[src/common/mbs_pkg.sv]
/*
 Shared constants for the serial-link query handler: function codes, limits,
 frame layout and exception codes.
 Assumes framing and the error check are stripped and added outside both ends.
*/
package mbs_pkg;
	localparam logic [7:0] MBS_BCAST_ADDR = 8'h00;
	localparam logic [7:0] MBS_FC_READ_INPUTS = 8'h02;
	localparam logic [7:0] MBS_FC_READ_HOLDING = 8'h03;
	localparam logic [7:0] MBS_FC_READ_INREGS = 8'h04;
	localparam logic [7:0] MBS_FC_FORCE_COIL = 8'h05;
	localparam logic [7:0] MBS_FC_EXC_FLAG = 8'h80;
	localparam logic [15:0] MBS_COIL_ON = 16'hFF00;
	localparam logic [15:0] MBS_COIL_OFF = 16'h0000;
	localparam logic [7:0] MBS_EXC_FUNC = 8'h01;
	localparam logic [7:0] MBS_EXC_ADDR = 8'h02;
	localparam logic [7:0] MBS_EXC_VALUE = 8'h03;
	localparam int MBS_MAX_BITS = 2000;
	localparam int MBS_MAX_REGS = 125;
	localparam logic [2:0] MBS_QUERY_LAST = 3'h5;
	localparam logic [8:0] MBS_HDR_LEN = 9'h003;
	localparam logic [8:0] MBS_ECHO_LEN = 9'h006;
	localparam logic [7:0] MBS_RESET_BYTE = 8'h00;
	localparam logic [15:0] MBS_RESET_WORD = 16'h0000;
endpackage

[src/common/mbs_link_if.sv]
/*
 Byte link between the query master and the slave handler.
 Assumes one shared clock; each byte moves when valid and ready are both high.
*/
`timescale 1ns/100ps
interface mbs_link_if;
	logic q_valid;
	logic q_ready;
	logic [7:0] q_data;
	logic q_last;
	logic r_valid;
	logic r_ready;
	logic [7:0] r_data;
	logic r_last;
	modport dev (input q_valid, output q_ready, input q_data, input q_last,
		output r_valid, input r_ready, output r_data, output r_last);
	modport mst (output q_valid, input q_ready, output q_data, output q_last,
		input r_valid, output r_ready, input r_data, input r_last);
endinterface

[src/rtl/mbs_slave.sv]
/*
 Slave end: takes a six-byte query, reads inputs or registers, forces a coil
 and sends the response bytes.
 Assumes framing, the error check and scan timing are handled by the user side.
*/
// Behaviour
// (RQ1) Code 02 reads input states, never broadcast.
// (RQ2) Query: address, code, start, quantity, check.
// (RQ3) Input reads capped at 2000 or lower.
// (RQ4) Input addresses on the wire start at zero.
// (RQ5) One bit per input, first in LSB.
// (RQ6) Unused high bits of last byte zero.
// (RQ7) Byte count counts binary data bytes.
// (RQ8) Order: address, code, count, data, check.
// (RQ9) Data sampled at scan end, per-scan limit.
// (RQ10) Code 03 reads holding registers, max 125.
// (RQ11) Holding register addresses start at zero.
// (RQ12) Count byte, then registers high byte first.
// (RQ13) Code 04 reads input registers, max 125.
// (RQ14) Input register addresses start at zero.
// (RQ15) Input registers are read-only.
// (RQ16) FF00 sets coil, zero clears, others ignored.
// (RQ17) Coil addresses on the wire start at zero.
// (RQ18) Broadcast coil force is applied.
// (RQ19) Broadcast valid only for codes 5, 6, 15, 16.
// (RQ20) Coil force answer echoes the query.
// (RQ21) Coil force ignores any disable mark.
// (RQ22) Coils are not cleared at power-up.
// (RQ23) Bad quantity or range gives exception.
// (RQ24) Broadcast queries get no response.
`timescale 1ns/100ps
module mbs_slave
	import mbs_pkg::*;
#(
	parameter int N_IN = 64,
	parameter int N_HR = 16,
	parameter int N_IR = 16,
	parameter int N_COIL = 64,
	parameter int MAX_BITS = MBS_MAX_BITS,
	parameter int MAX_REGS = MBS_MAX_REGS
)(
	input wire logic CLK,
	input wire logic RSTN,
	input wire logic CE,
	mbs_link_if.dev LINK,
	input wire logic [7:0] MY_ADDR,
	input wire logic SCAN_DONE,
	input wire logic [N_IN-1:0] DIN,
	input wire logic [N_HR*16-1:0] HREGS,
	input wire logic [N_IR*16-1:0] IREGS,
	output logic [N_COIL-1:0] COILS,
	output logic BUSY
);
	localparam int IW = $clog2(N_IN);
	localparam int HW = $clog2(N_HR);
	localparam int RW = $clog2(N_IR);
	localparam int CW = $clog2(N_COIL);

	generate
		if (MAX_BITS < 1 || MAX_BITS > MBS_MAX_BITS || MAX_REGS < 1 || MAX_REGS > MBS_MAX_REGS
			|| N_IN < 2 || N_HR < 2 || N_IR < 2 || N_COIL < 2 || N_IN > 65535
			|| N_HR > 65535 || N_IR > 65535 || N_COIL > 65535)
		begin : g_bad
			$error("mbs_slave: unsupported parameter values");
		end
	endgenerate

	typedef enum logic [2:0] {
		ST_IDLE = 3'b001,
		ST_EXEC = 3'b010,
		ST_SEND = 3'b100
	} mbs_state_type;

	typedef enum logic [1:0] {
		TX_BITS = 2'h0,
		TX_REGS = 2'h1,
		TX_ECHO = 2'h2,
		TX_EXC = 2'h3
	} mbs_txmode_type;

	mbs_state_type state_ff;
	mbs_txmode_type tx_mode_ff;
	mbs_txmode_type nxt_mode;
	logic [7:0] rx_ff [0:5];
	logic [2:0] rx_cnt_ff;
	logic rx_ovf_ff;
	logic [N_IN-1:0] din_snap_ff;
	logic [15:0] hreg_snap_ff [0:N_HR-1];
	logic [15:0] ireg_snap_ff [0:N_IR-1];
	logic [N_COIL-1:0] coil_ff;
	logic use_hreg_ff;
	logic [8:0] tx_len_ff;
	logic [8:0] tx_idx_ff;
	logic [7:0] tx_bc_ff;
	logic [7:0] tx_exc_ff;
	logic [7:0] r_data_ff;
	logic r_valid_ff;
	logic r_last_ff;

	wire q_take = LINK.q_valid && LINK.q_ready;
	wire r_take = LINK.r_valid && LINK.r_ready;
	wire [7:0] fc = rx_ff[1];
	wire [15:0] start = {rx_ff[2], rx_ff[3]};
	wire [15:0] qty = {rx_ff[4], rx_ff[5]};
	wire [16:0] range_end = {1'b0, start} + {1'b0, qty};
	wire is_bcast = rx_ff[0] == MBS_BCAST_ADDR;
	wire is_mine = (rx_ff[0] == MY_ADDR) && !is_bcast;
	wire fc_bits = fc == MBS_FC_READ_INPUTS;
	wire fc_hreg = fc == MBS_FC_READ_HOLDING;
	wire fc_ireg = fc == MBS_FC_READ_INREGS;
	wire fc_coil = fc == MBS_FC_FORCE_COIL;
	wire [16:0] lim = fc_bits ? 17'(MAX_BITS) : 17'(MAX_REGS); // RQ3 RQ10 RQ13
	wire [16:0] space = fc_bits ? 17'(N_IN) : (fc_hreg ? 17'(N_HR) : 17'(N_IR));
	wire qty_bad = (qty == 16'h0000) || ({1'b0, qty} > lim); // RQ23
	wire range_bad = range_end > space; // RQ23
	wire val_on = qty == MBS_COIL_ON;
	wire val_ok = val_on || (qty == MBS_COIL_OFF); // RQ16
	wire coil_in = {1'b0, start} < 17'(N_COIL);
	wire [7:0] bc_bits = 8'((qty + 16'h0007) >> 3); // RQ6 RQ7
	wire [7:0] bc_regs = 8'({qty, 1'b0}); // RQ7 RQ12
	// Broadcast reads and broadcast unknown codes fall through here and are dropped.
	wire do_force = fc_coil && val_ok && coil_in && (is_mine || is_bcast); // RQ16 RQ18 RQ19 RQ21
	wire do_reply = is_mine; // RQ1 RQ19 RQ24

	logic [7:0] exc_code;
	always_comb
	begin
		exc_code = 8'h00;
		nxt_mode = TX_EXC;
		if (fc_bits || fc_hreg || fc_ireg)
		begin
			if (qty_bad)
				exc_code = MBS_EXC_VALUE;
			else if (range_bad)
				exc_code = MBS_EXC_ADDR;
			else
				nxt_mode = fc_bits ? TX_BITS : TX_REGS;
		end
		else if (fc_coil)
		begin
			if (!val_ok)
				exc_code = MBS_EXC_VALUE;
			else if (!coil_in)
				exc_code = MBS_EXC_ADDR;
			else
				nxt_mode = TX_ECHO; // RQ20
		end
		else
			exc_code = MBS_EXC_FUNC;
	end

	wire [8:0] nxt_len = (nxt_mode == TX_EXC) ? MBS_HDR_LEN :
		(nxt_mode == TX_ECHO) ? MBS_ECHO_LEN :
		MBS_HDR_LEN + {1'b0, (nxt_mode == TX_BITS) ? bc_bits : bc_regs};

	// Byte picked for the next send position.
	wire [8:0] sel_idx = tx_idx_ff + 9'h001;
	wire [7:0] k = 8'(sel_idx - MBS_HDR_LEN);
	logic [7:0] bits_byte;
	genvar j;
	generate
		for (j = 0; j < 8; j++)
		begin : g_bit
			wire [15:0] pos = {5'h00, k, 3'(j)};
			wire [16:0] adr = {1'b0, start} + {1'b0, pos};
			assign bits_byte[j] = (pos < qty) && (adr < 17'(N_IN))
				&& din_snap_ff[adr[IW-1:0]]; // RQ4 RQ5 RQ6
		end
	endgenerate
	wire [16:0] reg_adr = {1'b0, start} + {10'h000, k[7:1]}; // RQ11 RQ14
	wire [15:0] hword = (reg_adr < 17'(N_HR)) ? hreg_snap_ff[reg_adr[HW-1:0]] : 16'h0000;
	wire [15:0] iword = (reg_adr < 17'(N_IR)) ? ireg_snap_ff[reg_adr[RW-1:0]] : 16'h0000;
	wire [15:0] rword = use_hreg_ff ? hword : iword;
	wire [7:0] regs_byte = k[0] ? rword[7:0] : rword[15:8]; // RQ12
	wire [7:0] echo_byte = (sel_idx < MBS_ECHO_LEN) ? rx_ff[sel_idx[2:0]] : 8'h00;
	wire [7:0] data_byte = (tx_mode_ff == TX_BITS) ? bits_byte : regs_byte;
	wire [7:0] nxt_byte = (tx_mode_ff == TX_ECHO) ? echo_byte : // RQ20
		(sel_idx == 9'h001) ? ((tx_mode_ff == TX_EXC) ? (fc | MBS_FC_EXC_FLAG) : fc) :
		(sel_idx == 9'h002) ? ((tx_mode_ff == TX_EXC) ? tx_exc_ff : tx_bc_ff) :
		data_byte; // RQ8

	assign LINK.q_ready = CE && (state_ff == ST_IDLE);
	assign LINK.r_valid = CE && r_valid_ff;
	assign LINK.r_data = r_data_ff;
	assign LINK.r_last = r_last_ff;
	assign COILS = coil_ff;
	assign BUSY = state_ff != ST_IDLE;

	// Snapshot only between queries so one response never mixes two scans.
	always_ff @(posedge CLK or negedge RSTN)
	begin
		if (!RSTN)
		begin
			din_snap_ff <= '0;
			for (int i = 0; i < N_HR; i++)
				hreg_snap_ff[i] <= MBS_RESET_WORD;
			for (int i = 0; i < N_IR; i++)
				ireg_snap_ff[i] <= MBS_RESET_WORD;
		end
		else if (CE && SCAN_DONE && state_ff == ST_IDLE) // RQ9
		begin
			din_snap_ff <= DIN;
			for (int i = 0; i < N_HR; i++)
				hreg_snap_ff[i] <= HREGS[i*16 +: 16];
			for (int i = 0; i < N_IR; i++)
				ireg_snap_ff[i] <= IREGS[i*16 +: 16]; // RQ15
		end
	end

	// Coils keep their state through reset on purpose.
	always_ff @(posedge CLK)
	begin
		if (CE && state_ff == ST_EXEC && do_force)
			coil_ff[start[CW-1:0]] <= val_on; // RQ17 RQ22
	end

	always_ff @(posedge CLK or negedge RSTN)
	begin
		if (!RSTN)
		begin
			for (int i = 0; i < 6; i++)
				rx_ff[i] <= MBS_RESET_BYTE;
			rx_cnt_ff <= 3'h0;
			rx_ovf_ff <= 1'b0;
		end
		else if (CE && q_take)
		begin
			if (!rx_ovf_ff)
				rx_ff[rx_cnt_ff] <= LINK.q_data; // RQ2
			rx_cnt_ff <= LINK.q_last ? 3'h0 : (rx_cnt_ff == MBS_QUERY_LAST ? 3'h0 : rx_cnt_ff + 3'h1);
			rx_ovf_ff <= LINK.q_last ? 1'b0 : (rx_ovf_ff || rx_cnt_ff == MBS_QUERY_LAST);
		end
	end

	wire frame_ok = LINK.q_last && !rx_ovf_ff && rx_cnt_ff == MBS_QUERY_LAST;

	always_ff @(posedge CLK or negedge RSTN)
	begin
		if (!RSTN)
		begin
			state_ff <= ST_IDLE;
			tx_mode_ff <= TX_EXC;
			use_hreg_ff <= 1'b0;
			tx_len_ff <= 9'h000;
			tx_idx_ff <= 9'h000;
			tx_bc_ff <= 8'h00;
			tx_exc_ff <= 8'h00;
			r_data_ff <= 8'h00;
			r_valid_ff <= 1'b0;
			r_last_ff <= 1'b0;
		end
		else if (CE)
		begin
			case (state_ff)
				ST_IDLE:
					if (q_take && frame_ok)
						state_ff <= ST_EXEC;
				ST_EXEC:
				begin
					tx_mode_ff <= nxt_mode;
					use_hreg_ff <= fc_hreg;
					tx_len_ff <= nxt_len;
					tx_bc_ff <= fc_bits ? bc_bits : bc_regs;
					tx_exc_ff <= exc_code;
					tx_idx_ff <= 9'h000;
					r_data_ff <= rx_ff[0];
					r_valid_ff <= do_reply;
					r_last_ff <= 1'b0;
					state_ff <= do_reply ? ST_SEND : ST_IDLE; // RQ24
				end
				ST_SEND:
					if (r_take)
					begin
						if (r_last_ff)
						begin
							r_valid_ff <= 1'b0;
							r_last_ff <= 1'b0;
							state_ff <= ST_IDLE;
						end
						else
						begin
							tx_idx_ff <= sel_idx;
							r_data_ff <= nxt_byte;
							r_last_ff <= sel_idx == tx_len_ff - 9'h001;
						end
					end
				default:
					state_ff <= ST_IDLE;
			endcase
		end
	end
endmodule

[src/flat_wrapper.sv]
// flat-port wrapper written by rule: the top's interface ports become plain ports
module mbs_slave_flat import mbs_pkg::*;
#(
	parameter int N_IN = 64,
	parameter int N_HR = 16,
	parameter int N_IR = 16,
	parameter int N_COIL = 64,
	parameter int MAX_BITS = MBS_MAX_BITS,
	parameter int MAX_REGS = MBS_MAX_REGS
)
  (CLK, RSTN, CE, MY_ADDR, SCAN_DONE, DIN, HREGS, IREGS, COILS, BUSY, LINK_q_valid, LINK_q_ready, LINK_q_data, LINK_q_last, LINK_r_valid, LINK_r_ready, LINK_r_data, LINK_r_last);
  mbs_link_if LINK_i ();
  input wire logic CLK;
  input wire logic RSTN;
  input wire logic CE;
  input wire logic [7:0] MY_ADDR;
  input wire logic SCAN_DONE;
  input wire logic [N_IN-1:0] DIN;
  input wire logic [N_HR*16-1:0] HREGS;
  input wire logic [N_IR*16-1:0] IREGS;
  output logic [N_COIL-1:0] COILS;
  output logic BUSY;
  input wire logic [$bits(LINK_i.q_valid)-1:0] LINK_q_valid;
  output wire logic [$bits(LINK_i.q_ready)-1:0] LINK_q_ready;
  input wire logic [$bits(LINK_i.q_data)-1:0] LINK_q_data;
  input wire logic [$bits(LINK_i.q_last)-1:0] LINK_q_last;
  output wire logic [$bits(LINK_i.r_valid)-1:0] LINK_r_valid;
  input wire logic [$bits(LINK_i.r_ready)-1:0] LINK_r_ready;
  output wire logic [$bits(LINK_i.r_data)-1:0] LINK_r_data;
  output wire logic [$bits(LINK_i.r_last)-1:0] LINK_r_last;
  assign LINK_i.q_valid = LINK_q_valid;
  assign LINK_q_ready = LINK_i.q_ready;
  assign LINK_i.q_data = LINK_q_data;
  assign LINK_i.q_last = LINK_q_last;
  assign LINK_r_valid = LINK_i.r_valid;
  assign LINK_i.r_ready = LINK_r_ready;
  assign LINK_r_data = LINK_i.r_data;
  assign LINK_r_last = LINK_i.r_last;
  mbs_slave #(.N_IN(N_IN), .N_HR(N_HR), .N_IR(N_IR), .N_COIL(N_COIL), .MAX_BITS(MAX_BITS), .MAX_REGS(MAX_REGS)) u_core (.CLK(CLK), .RSTN(RSTN), .CE(CE), .LINK(LINK_i), .MY_ADDR(MY_ADDR), .SCAN_DONE(SCAN_DONE), .DIN(DIN), .HREGS(HREGS), .IREGS(IREGS), .COILS(COILS), .BUSY(BUSY));
endmodule
[config.mk]
export PLATFORM = sky130hd
export DESIGN_NAME = mbs_slave_flat
export DESIGN_NICKNAME = d
export VERILOG_FILES = /design/src/common/mbs_pkg.sv /design/src/common/mbs_link_if.sv /design/src/rtl/mbs_slave.sv /design/src/flat_wrapper.sv
export SDC_FILE = /design/constraint.sdc
export NUM_CORES = 1
export LEC_CHECK = 0
export BUFFER_PORTS_ARGS = -buffer_cell sky130_fd_sc_hd__buf_2
export CORE_ASPECT_RATIO = 0.7
export CORE_MARGIN = 1
export CORE_UTILIZATION = 60
export CTS_CLUSTER_SIZE = 20
export DETAILED_ROUTE_END_ITERATION = 8
export PLACE_DENSITY = 0.84
export REMOVE_ABC_BUFFERS = 1
export SLEW_MARGIN = 20
export SYNTH_ARGS = -nofsm -noshare
export SYNTH_HDL_FRONTEND = slang
export SYNTH_SLANG_ARGS = --single-unit
[constraint.sdc]
create_clock -name CLK -period 9.19 [get_ports CLK]
set_input_delay 0.4595 -clock CLK [delete_from_list [all_inputs] [get_ports CLK]]
set_output_delay 0.4595 -clock CLK [all_outputs]
set_load 0.01 [all_outputs]
==> reports/metrics.cfg <==
[setup_path]
critical-path-max-stage-delay_ns = 0.94
worstSetupEndpointType = flop
slowest_stage = sky130_fd_sc_hd__ha_1
cp_data_arrival_time_ns = 6.88
timing.critical_path.fanout_max = 37
criticalPathCategory = reg2reg
timing.critical_path.max_delay_family = compound AO/OA/AOI/OAI gates
cp_data_required_time_ns = 9.77
worstPathBufferInverterCount = 2
path_cells = buf_4 -> inv_1 -> ha_1 -> a21oi_1 -> xnor2_1 -> ha_1 -> nor2_1 -> a21oi_1 -> a21oi_1 -> xnor2_1 -> or4_1 -> a2111oi_0 -> nand4_1 -> and3_1 -> o21ai_1
worst_path_most_repeated_cell = sky130_fd_sc_hd__a21oi_1
worst_setup_path_start_kind = flop

[final_layout]
finish.utilization_pct = 71.9
post_layout_nonfiller_instances = 4633
net_count_final = 4274
drive_above_1_share_pct = 47.5
syn_to_final_growth_pct = 17.1

[yosys]
synthArstFlopShare_pct = 91.3
syn_area_per_cell_um2 = 13.3
seq_area_frac_synth_pct = 46.6
postSynthCellCount = 3012
mappedNetlistArea_um2 = 40200
synth-edff-count = 64
ys_dominant_reg_cell = sky130_fd_sc_hd__dfrtp_1
yosys_register_bits = 736
synthesis.yosys.warnings = 0
synth.distinct_cells = 77

[placement]
dpl_worst_slack_ns = 3.11
placed_cells_incl_taps = 4411
placement.io_buffers = 674
detailed_place_hpwl_um = 97300
routabilityCongestion = 1.06

[floorplan]
floorplan.die_area_um2 = 68000
die_width_um = 311
start_util_pct = 61.4
coreArea_um2 = 65500
die_h_um = 219
io-pin-count = 675
std_cell_rows = 78

[sta]
unrepaired_setup_endpoints_after_global_routing = no
post-route-worst-setup-slack_ns = 2.89
relSlewSlack_pct = 22.3
finalCritPeriodShare_pct = 68.6
setup_viol = 0
timing.final.max_slew_violations = 0
report.final.hold_viol_count = 0
clock_skew_ns = 0.0214
worst-slew-pin-transition_ns = 1.16
fmax_ghz = 0.159
final_critical_path_time_including_i_o_delays_and_setup_ns = 6.30

[cts]
worst_skew_pair.late_latency_ns = 0.66
root_buffer = sky130_fd_sc_hd__clkbuf_16
clock_tree_sinks = 736
cts-root-to-sink-buffers = 3
depth_of_the_cts_h_tree = 3
cts_made_buffers = 71
cts_tree = built
clk_pin_slew_ns = 0.07

[worst_hold_path]
hold_path.class = in2reg

[global_route]
global_route_wire_length_before_repair_um = 199000
grt_overflow_total = 0
grt_pass1_vias = 30602
grt_antenna_before_repair = 93
grt_start_max_net_pins = 199
track_usage_pct = 39.8

[power_and_ir_drop]
p_int_mw = 10.9
power.leakage_nw = 19.9
clock_power_share_pct = 18.2
power_per_cell_area_nw_per_um2 = 373
power_frac_comb_pct = 47.3
p_sw_share_pct = 37.8
netSwitchingPower_mw = 6.63
vdd_ir_drop_max_mv = 0.245
seqPwrFrac_pct = 34.6

[detailed_routing]
vias_per_cell = 6.68
wl_per_cell_um = 29.7
wl_um = 138000
drt_drc_violations_left = 0
detailroute.via_count = 30940
drt-initial-drc-count = 3731
route.antenna.remaining_nets = 0
detail_route.first_pass.iterations = 6

[flow_run]
max-cap-violations = 0

[outcome]
run_status = completed

worst reg2reg max path, cell delays in order, from the launching register on:
cell	delay, ns
sky130_fd_sc_hd__dfrtp_2	0.36
sky130_fd_sc_hd__buf_4	0.58
sky130_fd_sc_hd__inv_1	0.32
sky130_fd_sc_hd__ha_1	0.52
sky130_fd_sc_hd__a21oi_1	0.33
sky130_fd_sc_hd__xnor2_1	0.21
sky130_fd_sc_hd__ha_1	0.94
sky130_fd_sc_hd__nor2_1	0.14
sky130_fd_sc_hd__a21oi_1	0.69
sky130_fd_sc_hd__a21oi_1	0.24
sky130_fd_sc_hd__xnor2_1	0.19
sky130_fd_sc_hd__or4_1	0.53
sky130_fd_sc_hd__a2111oi_0	0.71
sky130_fd_sc_hd__nand4_1	0.14
sky130_fd_sc_hd__and3_1	0.23
sky130_fd_sc_hd__o21ai_1	0.11
sequential cells by signal, indices dropped and copies added, names as in the netlist, 3 cells and up:
name                 cells
u_core.COILS            64
u_core.LINK.r_data       8
u_core.bc_regs           7
u_core.din_snap_ff      64
u_core.fc                8
u_core.hreg_snap_ff    256
u_core.ireg_snap_ff    256
u_core.qty               9
u_core.rx_cnt_ff         3
u_core.rx_ff            24
u_core.state_ff          3
u_core.tx_bc_ff          8
u_core.tx_idx_ff         9
u_core.tx_len_ff         9
cell families after synthesis:
family | share of synthesized area, %
AOI/OAI and AO/OA | 5.84
xor gates and xnor gates | 3.09
adders and majority gates | 2.25
buffers and inverters | 2.33
DFF | 46.6
muxes | 33.4
and+or+nand+nor | 6.40
path summary, 6_finish.rpt:
path | from | end | slack, ns | cells past startpoint
setup / recovery | u_core.tx_idx_ff[0] | u_core.LINK.r_data[2] | 2.89 | 15
hold / removal | IREGS[191] | u_core.ireg_snap_ff[79] | 0.03 | 2
setup reg to reg | u_core.tx_idx_ff[0] | u_core.LINK.r_data[2] | 2.89 | 15
hold reg to reg | u_core.tx_bc_ff[2] | u_core.tx_bc_ff[2] | 0.50 | 2
max in group asynchronous | RSTN | u_core.hreg_snap_ff[54] | 6.39 | 4
min in group asynchronous | RSTN | u_core.ireg_snap_ff[154] | 0.43 | 2
per-layer routing:
layer  global-route usage (%)  routed length [um]  vias to the layer above
li1                         -                   -                    12719
met1                     52.7               51700                    15543
met2                     57.9               60900                     2177
met3                     13.7               17100                      477
met4                     22.2                7830                       24
met5                        0                 144                        -
power by group through the flow:
stage / Sequential [mW] / Clock (mW) / Combinational (mW)
after floorplan: 5.41 / 0 / 6.60
after global placement: 5.85 / 0 / 7.79
after detailed placement: 5.93 / 0 / 7.96
after CTS: 5.94 / 3.20 / 8.06
after global routing: 6.16 / 3.33 / 8.69
final: 6.07 / 3.19 / 8.30
final cells by class:
class | count | area (um2)
Multi-Input combinational cell | 2046 | 20600
Clock buffer | 103 | 2110
Clock inverter | 25 | 403
Inverter | 38 | 143
Fill cell | 4388 | 18400
Tap cell | 880 | 1100
Antenna cell | 92 | 230
Timing Repair Buffer | 713 | 3740
Sequential cell | 736 | 18700
Yosys cell counts, types with 11 or more instances:
master,instances,area share [%]
sky130_fd_sc_hd__dfrtp_1,669,42
sky130_fd_sc_hd__mux2_2,622,17
sky130_fd_sc_hd__mux4_2,263,15
sky130_fd_sc_hd__nand2_1,155,1.4
sky130_fd_sc_hd__clkbuf_1,150,1.4
sky130_fd_sc_hd__nor2_1,148,1.4
sky130_fd_sc_hd__a21oi_1,116,1.4
sky130_fd_sc_hd__o21ai_0,100,1.2
sky130_fd_sc_hd__xnor2_1,81,1.8
sky130_fd_sc_hd__ha_1,65,2.0
sky130_fd_sc_hd__edfxtp_1,64,4.8
sky130_fd_sc_hd__xor2_1,59,1.3
sky130_fd_sc_hd__nand3_1,39,0.49
sky130_fd_sc_hd__inv_1,36,0.34
sky130_fd_sc_hd__mux2i_1,33,0.82
sky130_fd_sc_hd__nor3_1,32,0.40
sky130_fd_sc_hd__nand4_1,30,0.47
sky130_fd_sc_hd__buf_2,28,0.35
sky130_fd_sc_hd__nor4_1,23,0.36
sky130_fd_sc_hd__and3_1,22,0.34
sky130_fd_sc_hd__o31ai_1,22,0.41
sky130_fd_sc_hd__a211oi_1,16,0.30
sky130_fd_sc_hd__a21o_1,14,0.26
sky130_fd_sc_hd__nand2b_1,14,0.22
sky130_fd_sc_hd__nor2b_1,13,0.20
sky130_fd_sc_hd__and2_1,12,0.19
sky130_fd_sc_hd__o211ai_1,11,0.21
sky130_fd_sc_hd__or3_1,11,0.17
metrics by stage:
stage	hold WS [ns]	setup TNS (ns)	cell area, um2	power, mW
3_3_place_gp	0.467	0	44300	13.6
6_report	0.0342	0	47100	17.5
3_5_place_dp	0.475	0	44300	13.9
4_1_cts	0.00114	0	46800	17.2
2_1_floorplan	0.164	-3630.14	39400	12.0
5_1_grt	0.0220	0	47000	18.2
cells in the final DEF, fill, tap and decap left out, drive strengths merged, types with 14 or more instances in the layout:
cell / count
diode: 92
a21oi: 116
a21o: 14
ha: 65
mux2i: 33
and3: 22
mux2: 622
mux4: 270
xnor2: 81
edfxtp: 64
nor3: 32
buf: 711
a211oi: 16
clkbuf: 103
and2: 14
nand2: 155
o31ai: 22
nor2: 148
nand4: 30
xor2: 60
inv: 39
nor4: 25
clkinv: 14
dfrtp: 669
nand3: 39
nand2b: 14
o21ai: 102
timing repair:
item | in CTS | in global routing
hold buffers | 2 | 0
setup buffers | 0 | 0
endpoints found under the hold margin | 90 | 0
resized for setup | 0 | 0
No activity file was read; power rests on OpenSTA's default activity.
